`config.mk`:
```
export PLATFORM = sky130hd
export DESIGN_NAME = paof_port_override
export DESIGN_NICKNAME = d
export VERILOG_FILES = /design/src/paof_pkg.sv /design/src/paof_port_override.sv
export SDC_FILE = /design/constraint.sdc
export NUM_CORES = 1
export LEC_CHECK = 0
export ABC_AREA = 1
export BUFFER_PORTS_ARGS = -buffer_cell sky130_fd_sc_hd__buf_2
export CAP_MARGIN = 5
export CORE_AREA = 5 5 71 73
export DETAILED_ROUTE_END_ITERATION = 10
export DIE_AREA = 0 0 76 78
export PLACE_DENSITY = 0.75
export SLEW_MARGIN = 30
export SYNTH_ARGS = -nofsm -noshare
export SYNTH_HDL_FRONTEND = slang
export SYNTH_SLANG_ARGS = --single-unit
```
`constraint.sdc`:
```
create_clock -name clk -period 0.8 [get_ports clk]
set_input_delay 0.12 -clock clk [delete_from_list [all_inputs] [get_ports clk]]
set_output_delay 0.12 -clock clk [all_outputs]
set_load 0.03 [all_outputs]
```
`src/paof_pkg.sv`:
```
// Constants for the port alternate-function override block.
// Assumes one 125 MHz I/O clock and active-low asynchronous reset.
`default_nettype none
package paof_pkg;
  localparam int PAOF_PA_WIDTH = 8;
  localparam int PAOF_PB_HI = 7;
  localparam int PAOF_PB_LO = 5;
  // Pin change source numbers carried by port B bits 7:5
  localparam int PAOF_PB_PC_SRC_BASE = 13;
  localparam int PAOF_SYNC_STAGES = 2;
  // Reset values of the input synchroniser and gated-input flops
  localparam logic [7:0] PAOF_PA_SYNC_RST = 8'h00;
  localparam logic [2:0] PAOF_PB_SYNC_RST = 3'h0;
  // Field positions in the packed result of one pin's override resolution
  localparam int PAOF_RES_PULLUP = 3;
  localparam int PAOF_RES_OE = 2;
  localparam int PAOF_RES_OUT = 1;
  localparam int PAOF_RES_IE = 0;
  typedef logic [3:0] paof_res_t;
endpackage
`default_nettype wire

```
`src/paof_port_override.sv`:
```
// Alternate-function override logic for port A pins 7:0 and port B pins 7:5.
// Assumes pin levels arrive raw from the pads and peripheral controls are on clk.
//
// Contract
// - Port A pull-up, direction and value overrides stay off; port bits rule.
// - Port A input override enable is mask AND group0 enable OR converter disable.
// - Port A pins feed converter channels 7:0 directly.
// - Port A digital inputs feed pin change sources 7:0 by index.
// - SPI slave forces SCK on port B bit 7 to input.
// - SPI master leaves SCK direction to port B bit 7 direction bit.
// - A forced-input SPI pin keeps its pull-up under its output bit.
// - Timer-3 compare B drives port B bit 7 only when direction bit set.
// - SPI master forces MISO on port B bit 6 to input.
// - SPI slave leaves MISO direction to port B bit 6 direction bit.
// - Timer-3 compare A drives port B bit 6 only when direction bit set.
// - SPI slave forces MOSI on port B bit 5 to input.
// - SPI master leaves MOSI direction to port B bit 5 direction bit.
// - Port B bit 5 input is the timer-3 capture trigger.
// - Port B bits 7, 6, 5 feed pin change sources 15, 14, 13.
// - Without pull-up override, pull-up on only when direction, output, disable are 0,1,0.
// - Direction override enable makes override value drive the output enable.
// - Value override enable with driver on drives override value, not output bit.
`default_nettype none
module paof_port_override
  import paof_pkg::*;
(
  input wire logic clk,
  input wire logic rst_n,
  input wire logic sleep_active,
  input wire logic global_pullup_disable,
  input wire logic [paof_pkg::PAOF_PA_WIDTH-1:0] pa_pin_in,
  input wire logic [paof_pkg::PAOF_PA_WIDTH-1:0] pa_direction,
  input wire logic [paof_pkg::PAOF_PA_WIDTH-1:0] pa_output,
  input wire logic group0_pin_change_enable,
  input wire logic [paof_pkg::PAOF_PA_WIDTH-1:0] pin_change_mask_lo,
  input wire logic [paof_pkg::PAOF_PA_WIDTH-1:0] converter_digital_disable,
  input wire logic [paof_pkg::PAOF_PB_HI:paof_pkg::PAOF_PB_LO] pb_pin_in,
  input wire logic [paof_pkg::PAOF_PB_HI:paof_pkg::PAOF_PB_LO] pb_direction,
  input wire logic [paof_pkg::PAOF_PB_HI:paof_pkg::PAOF_PB_LO] pb_output,
  input wire logic group1_pin_change_enable,
  input wire logic [paof_pkg::PAOF_PB_HI:paof_pkg::PAOF_PB_LO] pin_change_mask_hi,
  input wire logic spi_enable,
  input wire logic spi_master,
  input wire logic spi_clock_out,
  input wire logic spi_slave_out,
  input wire logic spi_master_out,
  input wire logic timer3_compare_en_a,
  input wire logic timer3_compare_out_a,
  input wire logic timer3_compare_en_b,
  input wire logic timer3_compare_out_b,
  output logic [paof_pkg::PAOF_PA_WIDTH-1:0] pa_pad_out,
  output logic [paof_pkg::PAOF_PA_WIDTH-1:0] pa_pad_oe,
  output logic [paof_pkg::PAOF_PA_WIDTH-1:0] pa_pullup_en,
  output logic [paof_pkg::PAOF_PA_WIDTH-1:0] pa_input_en,
  output logic [paof_pkg::PAOF_PA_WIDTH-1:0] converter_analog_in,
  output logic [paof_pkg::PAOF_PA_WIDTH-1:0] pin_change_src_lo,
  output logic [paof_pkg::PAOF_PB_HI:paof_pkg::PAOF_PB_LO] pb_pad_out,
  output logic [paof_pkg::PAOF_PB_HI:paof_pkg::PAOF_PB_LO] pb_pad_oe,
  output logic [paof_pkg::PAOF_PB_HI:paof_pkg::PAOF_PB_LO] pb_pullup_en,
  output logic [paof_pkg::PAOF_PB_HI:paof_pkg::PAOF_PB_LO] pb_input_en,
  output logic [paof_pkg::PAOF_PB_HI:paof_pkg::PAOF_PB_LO] pin_change_src_hi,
  output logic spi_clock_in,
  output logic spi_master_in,
  output logic spi_slave_in,
  output logic timer3_capture_in
);
  import paof_pkg::*;

  // Generic per-pin resolution shared by every pin
  function automatic paof_res_t resolve(
    input logic pullup_override_en,
    input logic pullup_override_val,
    input logic direction_override_en,
    input logic direction_override_val,
    input logic value_override_en,
    input logic value_override_val,
    input logic input_enable_override_en,
    input logic input_enable_override_val,
    input logic pin_direction_bit,
    input logic pin_output_bit,
    input logic pull_disable,
    input logic sleeping
  );
    paof_res_t r;
    r = '0;
    r[PAOF_RES_PULLUP] = pullup_override_en ? pullup_override_val
                       : (!pin_direction_bit && pin_output_bit && !pull_disable);
    r[PAOF_RES_OE] = direction_override_en ? direction_override_val : pin_direction_bit;
    r[PAOF_RES_OUT] = value_override_en ? value_override_val : pin_output_bit;
    r[PAOF_RES_IE] = input_enable_override_en ? input_enable_override_val : !sleeping;
    return r;
  endfunction

  // Pads are asynchronous to clk
  logic [PAOF_PA_WIDTH-1:0] pa_sync1_q;
  logic [PAOF_PA_WIDTH-1:0] pa_sync2_q;
  logic [PAOF_PB_HI:PAOF_PB_LO] pb_sync1_q;
  logic [PAOF_PB_HI:PAOF_PB_LO] pb_sync2_q;
  logic [PAOF_PA_WIDTH-1:0] pa_di_q;
  logic [PAOF_PB_HI:PAOF_PB_LO] pb_di_q;
  logic [PAOF_PA_WIDTH-1:0] pa_di_d;
  logic [PAOF_PB_HI:PAOF_PB_LO] pb_di_d;

  // SPI role decode
  wire spi_as_master = spi_enable && spi_master;
  wire spi_as_slave = spi_enable && !spi_master;

  // Port A: only the input enable is overridden
  genvar gi;
  generate
    for (gi = 0; gi < PAOF_PA_WIDTH; gi++) begin : g_pa
      wire pa_pc_term = pin_change_mask_lo[gi] && group0_pin_change_enable;
      wire paof_res_t pa_res = resolve(
        1'b0, 1'b0, 1'b0, 1'b0, 1'b0, 1'b0,
        pa_pc_term || converter_digital_disable[gi], pa_pc_term,
        pa_direction[gi], pa_output[gi], global_pullup_disable, sleep_active);
      assign pa_pullup_en[gi] = pa_res[PAOF_RES_PULLUP];
      assign pa_pad_oe[gi] = pa_res[PAOF_RES_OE];
      assign pa_pad_out[gi] = pa_res[PAOF_RES_OUT];
      assign pa_input_en[gi] = pa_res[PAOF_RES_IE];
    end
  endgenerate

  // Converter channels see the pad itself, no digital path
  assign converter_analog_in = pa_pin_in;

  // Port B 7:5 per-pin override terms
  logic [PAOF_PB_HI:PAOF_PB_LO] pb_force_in;
  logic [PAOF_PB_HI:PAOF_PB_LO] pb_vo_en;
  logic [PAOF_PB_HI:PAOF_PB_LO] pb_vo_val;
  assign pb_force_in[7] = spi_as_slave;
  assign pb_force_in[6] = spi_as_master;
  assign pb_force_in[5] = spi_as_slave;
  // SPI output takes priority over the timer when both claim the pin
  assign pb_vo_en[7] = spi_as_master || timer3_compare_en_b;
  assign pb_vo_val[7] = spi_as_master ? spi_clock_out : timer3_compare_out_b;
  assign pb_vo_en[6] = spi_as_slave || timer3_compare_en_a;
  assign pb_vo_val[6] = spi_as_slave ? spi_slave_out : timer3_compare_out_a;
  assign pb_vo_en[5] = spi_as_master;
  assign pb_vo_val[5] = spi_master_out;

  generate
    for (gi = PAOF_PB_LO; gi <= PAOF_PB_HI; gi++) begin : g_pb
      wire paof_res_t pb_res = resolve(
        pb_force_in[gi], pb_output[gi] && !global_pullup_disable,
        pb_force_in[gi], 1'b0,
        pb_vo_en[gi], pb_vo_val[gi],
        pin_change_mask_hi[gi] && group1_pin_change_enable, 1'b1,
        pb_direction[gi], pb_output[gi], global_pullup_disable, sleep_active);
      assign pb_pullup_en[gi] = pb_res[PAOF_RES_PULLUP];
      assign pb_pad_oe[gi] = pb_res[PAOF_RES_OE];
      assign pb_pad_out[gi] = pb_res[PAOF_RES_OUT];
      assign pb_input_en[gi] = pb_res[PAOF_RES_IE];
    end
  endgenerate

  // Disabled inputs read low so sleeping pads do not toggle peripherals
  assign pa_di_d = pa_sync2_q & pa_input_en;
  assign pb_di_d = pb_sync2_q & pb_input_en;

  always_ff @(posedge clk or negedge rst_n) begin
    if (!rst_n) begin
      pa_sync1_q <= PAOF_PA_SYNC_RST;
      pa_sync2_q <= PAOF_PA_SYNC_RST;
      pb_sync1_q <= PAOF_PB_SYNC_RST;
      pb_sync2_q <= PAOF_PB_SYNC_RST;
      pa_di_q <= PAOF_PA_SYNC_RST;
      pb_di_q <= PAOF_PB_SYNC_RST;
    end else begin
      pa_sync1_q <= pa_pin_in;
      pa_sync2_q <= pa_sync1_q;
      pb_sync1_q <= pb_pin_in;
      pb_sync2_q <= pb_sync1_q;
      pa_di_q <= pa_di_d;
      pb_di_q <= pb_di_d;
    end
  end

  assign pin_change_src_lo = pa_di_q;
  assign pin_change_src_hi = pb_di_q;
  assign spi_clock_in = pb_di_q[7];
  assign spi_master_in = pb_di_q[6];
  assign spi_slave_in = pb_di_q[5];
  assign timer3_capture_in = pb_di_q[5];

  // Checks
  pa_no_override_a: assert property (@(posedge clk) disable iff (!rst_n)
    pa_pad_oe == pa_direction && pa_pad_out == pa_output)
    else $error("port A direction or value overridden");
  pa_input_ovr_a: assert property (@(posedge clk) disable iff (!rst_n)
    (converter_digital_disable[0] && !(pin_change_mask_lo[0] && group0_pin_change_enable))
    |-> !pa_input_en[0])
    else $error("port A input not disabled by converter");
  pa_pullup_a: assert property (@(posedge clk) disable iff (!rst_n)
    pa_pullup_en == (~pa_direction & pa_output & {PAOF_PA_WIDTH{!global_pullup_disable}}))
    else $error("port A pull-up mismatch");
  sck_slave_in_a: assert property (@(posedge clk) disable iff (!rst_n)
    spi_as_slave |-> !pb_pad_oe[7] && pb_pullup_en[7] == (pb_output[7] && !global_pullup_disable))
    else $error("SCK not input as slave");
  miso_master_in_a: assert property (@(posedge clk) disable iff (!rst_n)
    spi_as_master |-> !pb_pad_oe[6])
    else $error("MISO not input as master");
  mosi_master_out_a: assert property (@(posedge clk) disable iff (!rst_n)
    spi_as_master |-> pb_pad_oe[5] == pb_direction[5] && pb_pad_out[5] == spi_master_out)
    else $error("MOSI master drive wrong");
  t3b_drive_a: assert property (@(posedge clk) disable iff (!rst_n)
    (timer3_compare_en_b && !spi_enable && pb_direction[7])
    |-> pb_pad_oe[7] && pb_pad_out[7] == timer3_compare_out_b)
    else $error("compare B not on pin");
  capture_path_a: assert property (@(posedge clk) disable iff (!rst_n)
    (pb_pin_in[5] && pb_input_en[5]) [*4] |-> timer3_capture_in)
    else $error("capture input lost");
  pa_pc_path_a: assert property (@(posedge clk) disable iff (!rst_n)
    (pa_pin_in[3] && pa_input_en[3]) [*4] |-> pin_change_src_lo[3])
    else $error("pin change source 3 lost");

  // Port A analog and input-enable resolution
  pa_analog_a: assert property (@(posedge clk) disable iff (!rst_n)
    converter_analog_in == pa_pin_in)
    else $error("converter input not tied to pad");
  pa_ie_on_a: assert property (@(posedge clk) disable iff (!rst_n)
    (pin_change_mask_lo[4] && group0_pin_change_enable) |-> pa_input_en[4])
    else $error("port A input not enabled by pin change");
  pa_ie_conv_a: assert property (@(posedge clk) disable iff (!rst_n)
    (converter_digital_disable & ~(pin_change_mask_lo & {8{group0_pin_change_enable}}) & pa_input_en) == 8'h00)
    else $error("converter disable not applied");
  pa_ie_sleep_a: assert property (@(posedge clk) disable iff (!rst_n)
    (!converter_digital_disable[6] && !(pin_change_mask_lo[6] && group0_pin_change_enable))
    |-> pa_input_en[6] == !sleep_active)
    else $error("port A input enable ignores sleep");
  pa_ie_gate_a: assert property (@(posedge clk) disable iff (!rst_n)
    (!pa_input_en[1]) [*2] |-> !pin_change_src_lo[1])
    else $error("disabled port A input not read low");
  pa_pc_low_a: assert property (@(posedge clk) disable iff (!rst_n)
    (!pa_pin_in[0]) [*4] |-> !pin_change_src_lo[0])
    else $error("pin change source 0 stuck high");
  pa_indep_a: assert property (@(posedge clk) disable iff (!rst_n)
    spi_enable |-> pa_pad_oe == pa_direction && pa_pad_out == pa_output)
    else $error("port A disturbed by SPI override");

  // Port B direction, value and pull-up resolution
  sck_master_dir_a: assert property (@(posedge clk) disable iff (!rst_n)
    spi_as_master |-> pb_pad_oe[7] == pb_direction[7])
    else $error("SCK direction not from port bit as master");
  sck_master_val_a: assert property (@(posedge clk) disable iff (!rst_n)
    (spi_as_master && pb_direction[7]) |-> pb_pad_out[7] == spi_clock_out)
    else $error("SCK not driven by SPI clock");
  miso_slave_drive_a: assert property (@(posedge clk) disable iff (!rst_n)
    spi_as_slave |-> pb_pad_oe[6] == pb_direction[6] && pb_pad_out[6] == spi_slave_out)
    else $error("MISO slave drive wrong");
  mosi_slave_in_a: assert property (@(posedge clk) disable iff (!rst_n)
    spi_as_slave |-> !pb_pad_oe[5])
    else $error("MOSI not input as slave");
  miso_pullup_a: assert property (@(posedge clk) disable iff (!rst_n)
    spi_as_master |-> pb_pullup_en[6] == (pb_output[6] && !global_pullup_disable))
    else $error("forced MISO pull-up wrong");
  mosi_pullup_a: assert property (@(posedge clk) disable iff (!rst_n)
    spi_as_slave |-> pb_pullup_en[5] == (pb_output[5] && !global_pullup_disable))
    else $error("forced MOSI pull-up wrong");
  pb_indep_a: assert property (@(posedge clk) disable iff (!rst_n)
    spi_as_master |-> pb_pullup_en[7] == (!pb_direction[7] && pb_output[7] && !global_pullup_disable))
    else $error("SCK pull-up disturbed by MISO override");
  forced_oe_a: assert property (@(posedge clk) disable iff (!rst_n)
    (pb_pad_oe & pb_force_in) == 3'h0)
    else $error("forced input pin still driven");
  t3a_drive_a: assert property (@(posedge clk) disable iff (!rst_n)
    (timer3_compare_en_a && !spi_enable && pb_direction[6])
    |-> pb_pad_oe[6] && pb_pad_out[6] == timer3_compare_out_a)
    else $error("compare A not on pin");
  t3_dir_gate_a: assert property (@(posedge clk) disable iff (!rst_n)
    !spi_enable |-> pb_pad_oe == pb_direction)
    else $error("timer pin driven without direction bit");
  pb_pullup_a: assert property (@(posedge clk) disable iff (!rst_n)
    !spi_enable |-> pb_pullup_en == (~pb_direction & pb_output & {3{!global_pullup_disable}}))
    else $error("port B pull-up mismatch");
  pullup_off_a: assert property (@(posedge clk) disable iff (!rst_n)
    global_pullup_disable |-> pb_pullup_en == 3'h0 && pa_pullup_en == 8'h00)
    else $error("pull-up on while globally disabled");
  pb_plain_out_a: assert property (@(posedge clk) disable iff (!rst_n)
    (!spi_enable && !timer3_compare_en_a && !timer3_compare_en_b) |-> pb_pad_out == pb_output)
    else $error("port B value overridden while idle");

  // Port B digital input paths
  pb_ie_ovr_a: assert property (@(posedge clk) disable iff (!rst_n)
    ((pin_change_mask_hi & {3{group1_pin_change_enable}}) & ~pb_input_en) == 3'h0)
    else $error("port B input override not applied");
  pb_ie_sleep_a: assert property (@(posedge clk) disable iff (!rst_n)
    !group1_pin_change_enable |-> pb_input_en == {3{!sleep_active}})
    else $error("port B input enable ignores sleep");
  pb_ie_gate_a: assert property (@(posedge clk) disable iff (!rst_n)
    (!pb_input_en[5]) [*2] |-> !timer3_capture_in)
    else $error("disabled capture input not read low");
  pb_pc_path_a: assert property (@(posedge clk) disable iff (!rst_n)
    (pb_pin_in[7] && pb_input_en[7]) [*4] |-> pin_change_src_hi[7])
    else $error("pin change source 15 lost");
  pb_pc_low_a: assert property (@(posedge clk) disable iff (!rst_n)
    (!pb_pin_in[6]) [*4] |-> !pin_change_src_hi[6])
    else $error("pin change source 14 stuck high");
  capture_low_a: assert property (@(posedge clk) disable iff (!rst_n)
    (!pb_pin_in[5]) [*4] |-> !timer3_capture_in)
    else $error("capture input stuck high");
endmodule
`default_nettype wire

```
==> impl_metrics.py <==
metrics = {
    "outcome": {
        "violations": "setup timing",
        "status": "finished with violations",
    },
    "setup_path": {
        "critical_path_buf_inv_count": 1,
        "crit_family": "flip-flops",
        "rr_worst_depth": 1,
        "worstSetupStartpoint": "pin_change_src_hi[5]$_DFF_PN0_",
        "cp_data_arrival_time_ps": 840,
        "cp_slowest_cell": "dfrtp_2",
        "worstPathRequired_ps": 680,
        "endpoint": "pin_change_src_hi[5]",
        "ff2ff_setup_slack_ps": 170,
        "crit-reg2reg-capture": "pin_change_src_lo[7]$_DFF_PN0_",
        "rr_startpoint": "pa_sync2_q[7]$_DFF_PN0_",
        "cpPeakStageDelay_ps": 430,
        "end_kind": "output port",
        "cp_num_cells": 1,
        "startpoint_type": "register",
        "crit_path_max_fanout": 3,
        "path_cells": "buf_6",
        "crit_type": "register to output port",
    },
    "die": {
        "fp.dieH_um": 78,
        "fp-row-count": 24,
        "floorplan.initialDensity_pct": 35.4,
        "io_pins": 134,
        "coreArea_um2": 4290,
        "die_x_um": 76,
        "die-area_um2": 5930,
    },
    "detailed_routing": {
        "num_vias": 1534,
        "wl_per_cell_um": 13.2,
        "wl_mm": 4.69,
        "viasPerCell": 4.33,
        "postRouteAntennaNets": 0,
        "first_iter_violations": 35,
        "drc_errors": 0,
        "firstDrtPassIters": 4,
    },
    "cts": {
        "cts-root-buf": "clkbuf_8",
        "cts_buffers": 5,
        "clkSinkCount": 33,
        "clkLatencyLatePin_ps": 280,
        "cts_buffer_depth": 2,
        "post_cts_buffers": 0,
        "clkTransAtPathRegs_ps": 60,
        "cts_max_level": 2,
        "cts_tree": "built",
    },
    "synth": {
        "synth_top_area_share_pct": 54.3,
        "netlist_area_um2": 1520,
        "synth_area_leaders": "dfrtp_1 (54%), buf_4 (14%), nand2_1 (11%)",
        "yosysSeqAreaShare_pct": 54.3,
        "synth-main-ff-cell": "dfrtp_1",
        "synth_edf_count": 0,
        "postSynthCellCount": 159,
        "synthTopCellsByCount": "nand2_1 (46), dfrtp_1 (33), buf_4 (28)",
        "synth.ff_latch_count": 33,
        "synth_cell_type_count": 13,
        "syn_area_per_cell_um2": 9.57,
        "synth_most_common_cell": "nand2_1",
        "synth_top_cell_by_area": "dfrtp_1",
        "yosys_warnings": 0,
        "synthArstFlopShare_pct": 100,
        "syn_nets": 226,
    },
    "timing": {
        "period_share_pct": 121,
        "clock.fmax_mhz": 1040,
        "setup_tns_ps": -2010,
        "grt_setup_unrepaired": "yes",
        "report.final.slew_viol_count": 0,
        "finalSetupViolCount": 21,
        "finClkSkew_ps": 8.33,
        "hold_viol": 0,
        "layout_min_cycle_time_ps": 964,
        "fin_ws_ps": -164,
        "max-slew-margin-rel_pct": 88.4,
        "worst_slew_pin_slew_ps": 174,
    },
    "run": {
        "max_cap_violations": 0,
    },
    "worst_hold_path": {
        "hold_start": "pin_change_mask_hi[6]",
        "hold_path_class": "input pin to register",
    },
    "power": {
        "ir_drop_uv": 711,
        "intPower_w": 0.00298,
        "netSwitchingPower_w": 0.00139,
        "power.share.switching_pct": 31.9,
        "leakagePower_nw": 1.54,
        "power_frac_seq_pct": 41.1,
        "power_w": 0.00437,
        "power_density_nw_per_um2": 1560,
        "p_comb_share_pct": 32.3,
        "p_clk_share_pct": 26.7,
    },
    "global_routing": {
        "antenna_found_initial": 0,
        "grt_first_pass_wirelength_mm": 7.66,
        "gr-total-overflow": 0,
        "grt_max_degree": 34,
        "grtUsageTotal_pct": 16.1,
        "grt_pass1_vias": 1683,
    },
    "layout": {
        "drive_gt1_share_pct": 63.9,
        "final_util_pct": 65.4,
        "insertedDiodeCount": 0,
        "syn_to_final_growth_pct": 84.7,
        "nFillCells": 302,
        "final_net_count": 368,
        "instances_no_fill": 354,
    },
    "placed_design": {
        "routabilityCongestion": 0.831,
        "dp.cells": 334,
        "dp.final_hpwl_mm": 3.48,
        "io_buffers": 133,
    },
}
==> registers in the layout, summed over array words and instances, names as in the netlist <==
signal	count
pa_sync1_q	8
pa_sync2_q	8
pb_sync1_q	3
pb_sync2_q	3
pin_change_src_hi	3
pin_change_src_lo	8
==> per-layer routing <==
layer | vias up | global-route usage [%] | wire length (um)
met3 | 13 | 6.83 | 581
met5 | - | 0 | 0
met1 | 678 | 15.0 | 1520
li1 | 736 | - | -
met4 | 0 | 8.72 | 158
met2 | 107 | 29.4 | 2430
==> power groups by stage <==
stage	combinational (W)	clock (W)	sequential, W
2_1_floorplan	0.000677	0	0.00188
3_3_place_gp	0.00116	0	0.00181
3_5_place_dp	0.00118	0	0.00181
4_1_cts	0.00135	0.00121	0.00179
5_1_grt	0.00150	0.00129	0.00180
6_report	0.00141	0.00117	0.00180
==> layout make-up <==
cell class | instances | area (um^2) | share of cell area (%)
well taps | 52 | 65.1 | 2.32
clock inverters | 3 | 17.5 | 0.623
inverters | 22 | 90.1 | 3.21
flip-flops and latches | 33 | 830 | 29.5
multi-input cells | 74 | 524 | 18.7
repair buffers | 165 | 1210 | 43.2
clock buffers | 5 | 68.8 | 2.45
==> how the worst min path moves through the flow <==
stage,cells after the start,endpoint,slack [ps]
after floorplan,0,pa_sync1_q[0]$_DFF_PN0_,-180
final,3,pin_change_src_hi[6]$_DFF_PN0_,120
after global routing,3,pin_change_src_hi[6]$_DFF_PN0_,110
after global placement,2,pin_change_src_lo[6]$_DFF_PN0_,90
after detailed placement,2,pin_change_src_lo[6]$_DFF_PN0_,80
after CTS,3,pin_change_src_hi[6]$_DFF_PN0_,110
==> through the flow <==
stage / area [um^2] / setup WS, ps / hold WS (ps)
after floorplan: 1620 / -41.3 / -176
after global placement: 2310 / -126 / 85.5
after detailed placement: 2310 / -135 / 84.8
after CTS: 2740 / -180 / 109
after global routing: 2810 / -194 / 112
final: 2810 / -164 / 116
==> timing repair <==
| item | 4_1_cts | 5_1_grt |
|---|---|---|
| hold buffers | 12 | 0 |
| setup endpoints to repair | 39 | 37 |
| gates resized for setup | 67 | 28 |
| endpoints found under the hold margin | 44 | 0 |
| pin swaps | 12 | 4 |
==> cells by family after synthesis <==
group           synth area share, %
compound gates                 7.40
flops                          54.3
simple gates                   18.0
buf+inv                        20.3
==> placed cells by master (no fill, tap or decap) <==
master	n
inv_1	18
nand2_2	1
clkbuf_4	5
inv_2	1
dfrtp_2	3
clkinvlp_4	1
dlygate4sd3_1	12
buf_4	23
nor2_4	7
inv_4	3
nor3b_4	5
buf_6	27
nand2_8	1
nand2_1	44
clkinv_2	2
nand3_1	2
dfrtp_1	30
clkbuf_8	5
a21boi_0	3
buf_12	6
buf_2	92
nor3b_2	3
a21boi_2	8
==> worst min-delay path: cells and delay by family <==
kind / cells / cell delay, ps
buffers and inverters: 1 / 90
AO/OA/AOI/OAI: 1 / 70
AND/OR/NAND/NOR: 1 / 60
No activity file was read; power rests on OpenSTA's default activity.
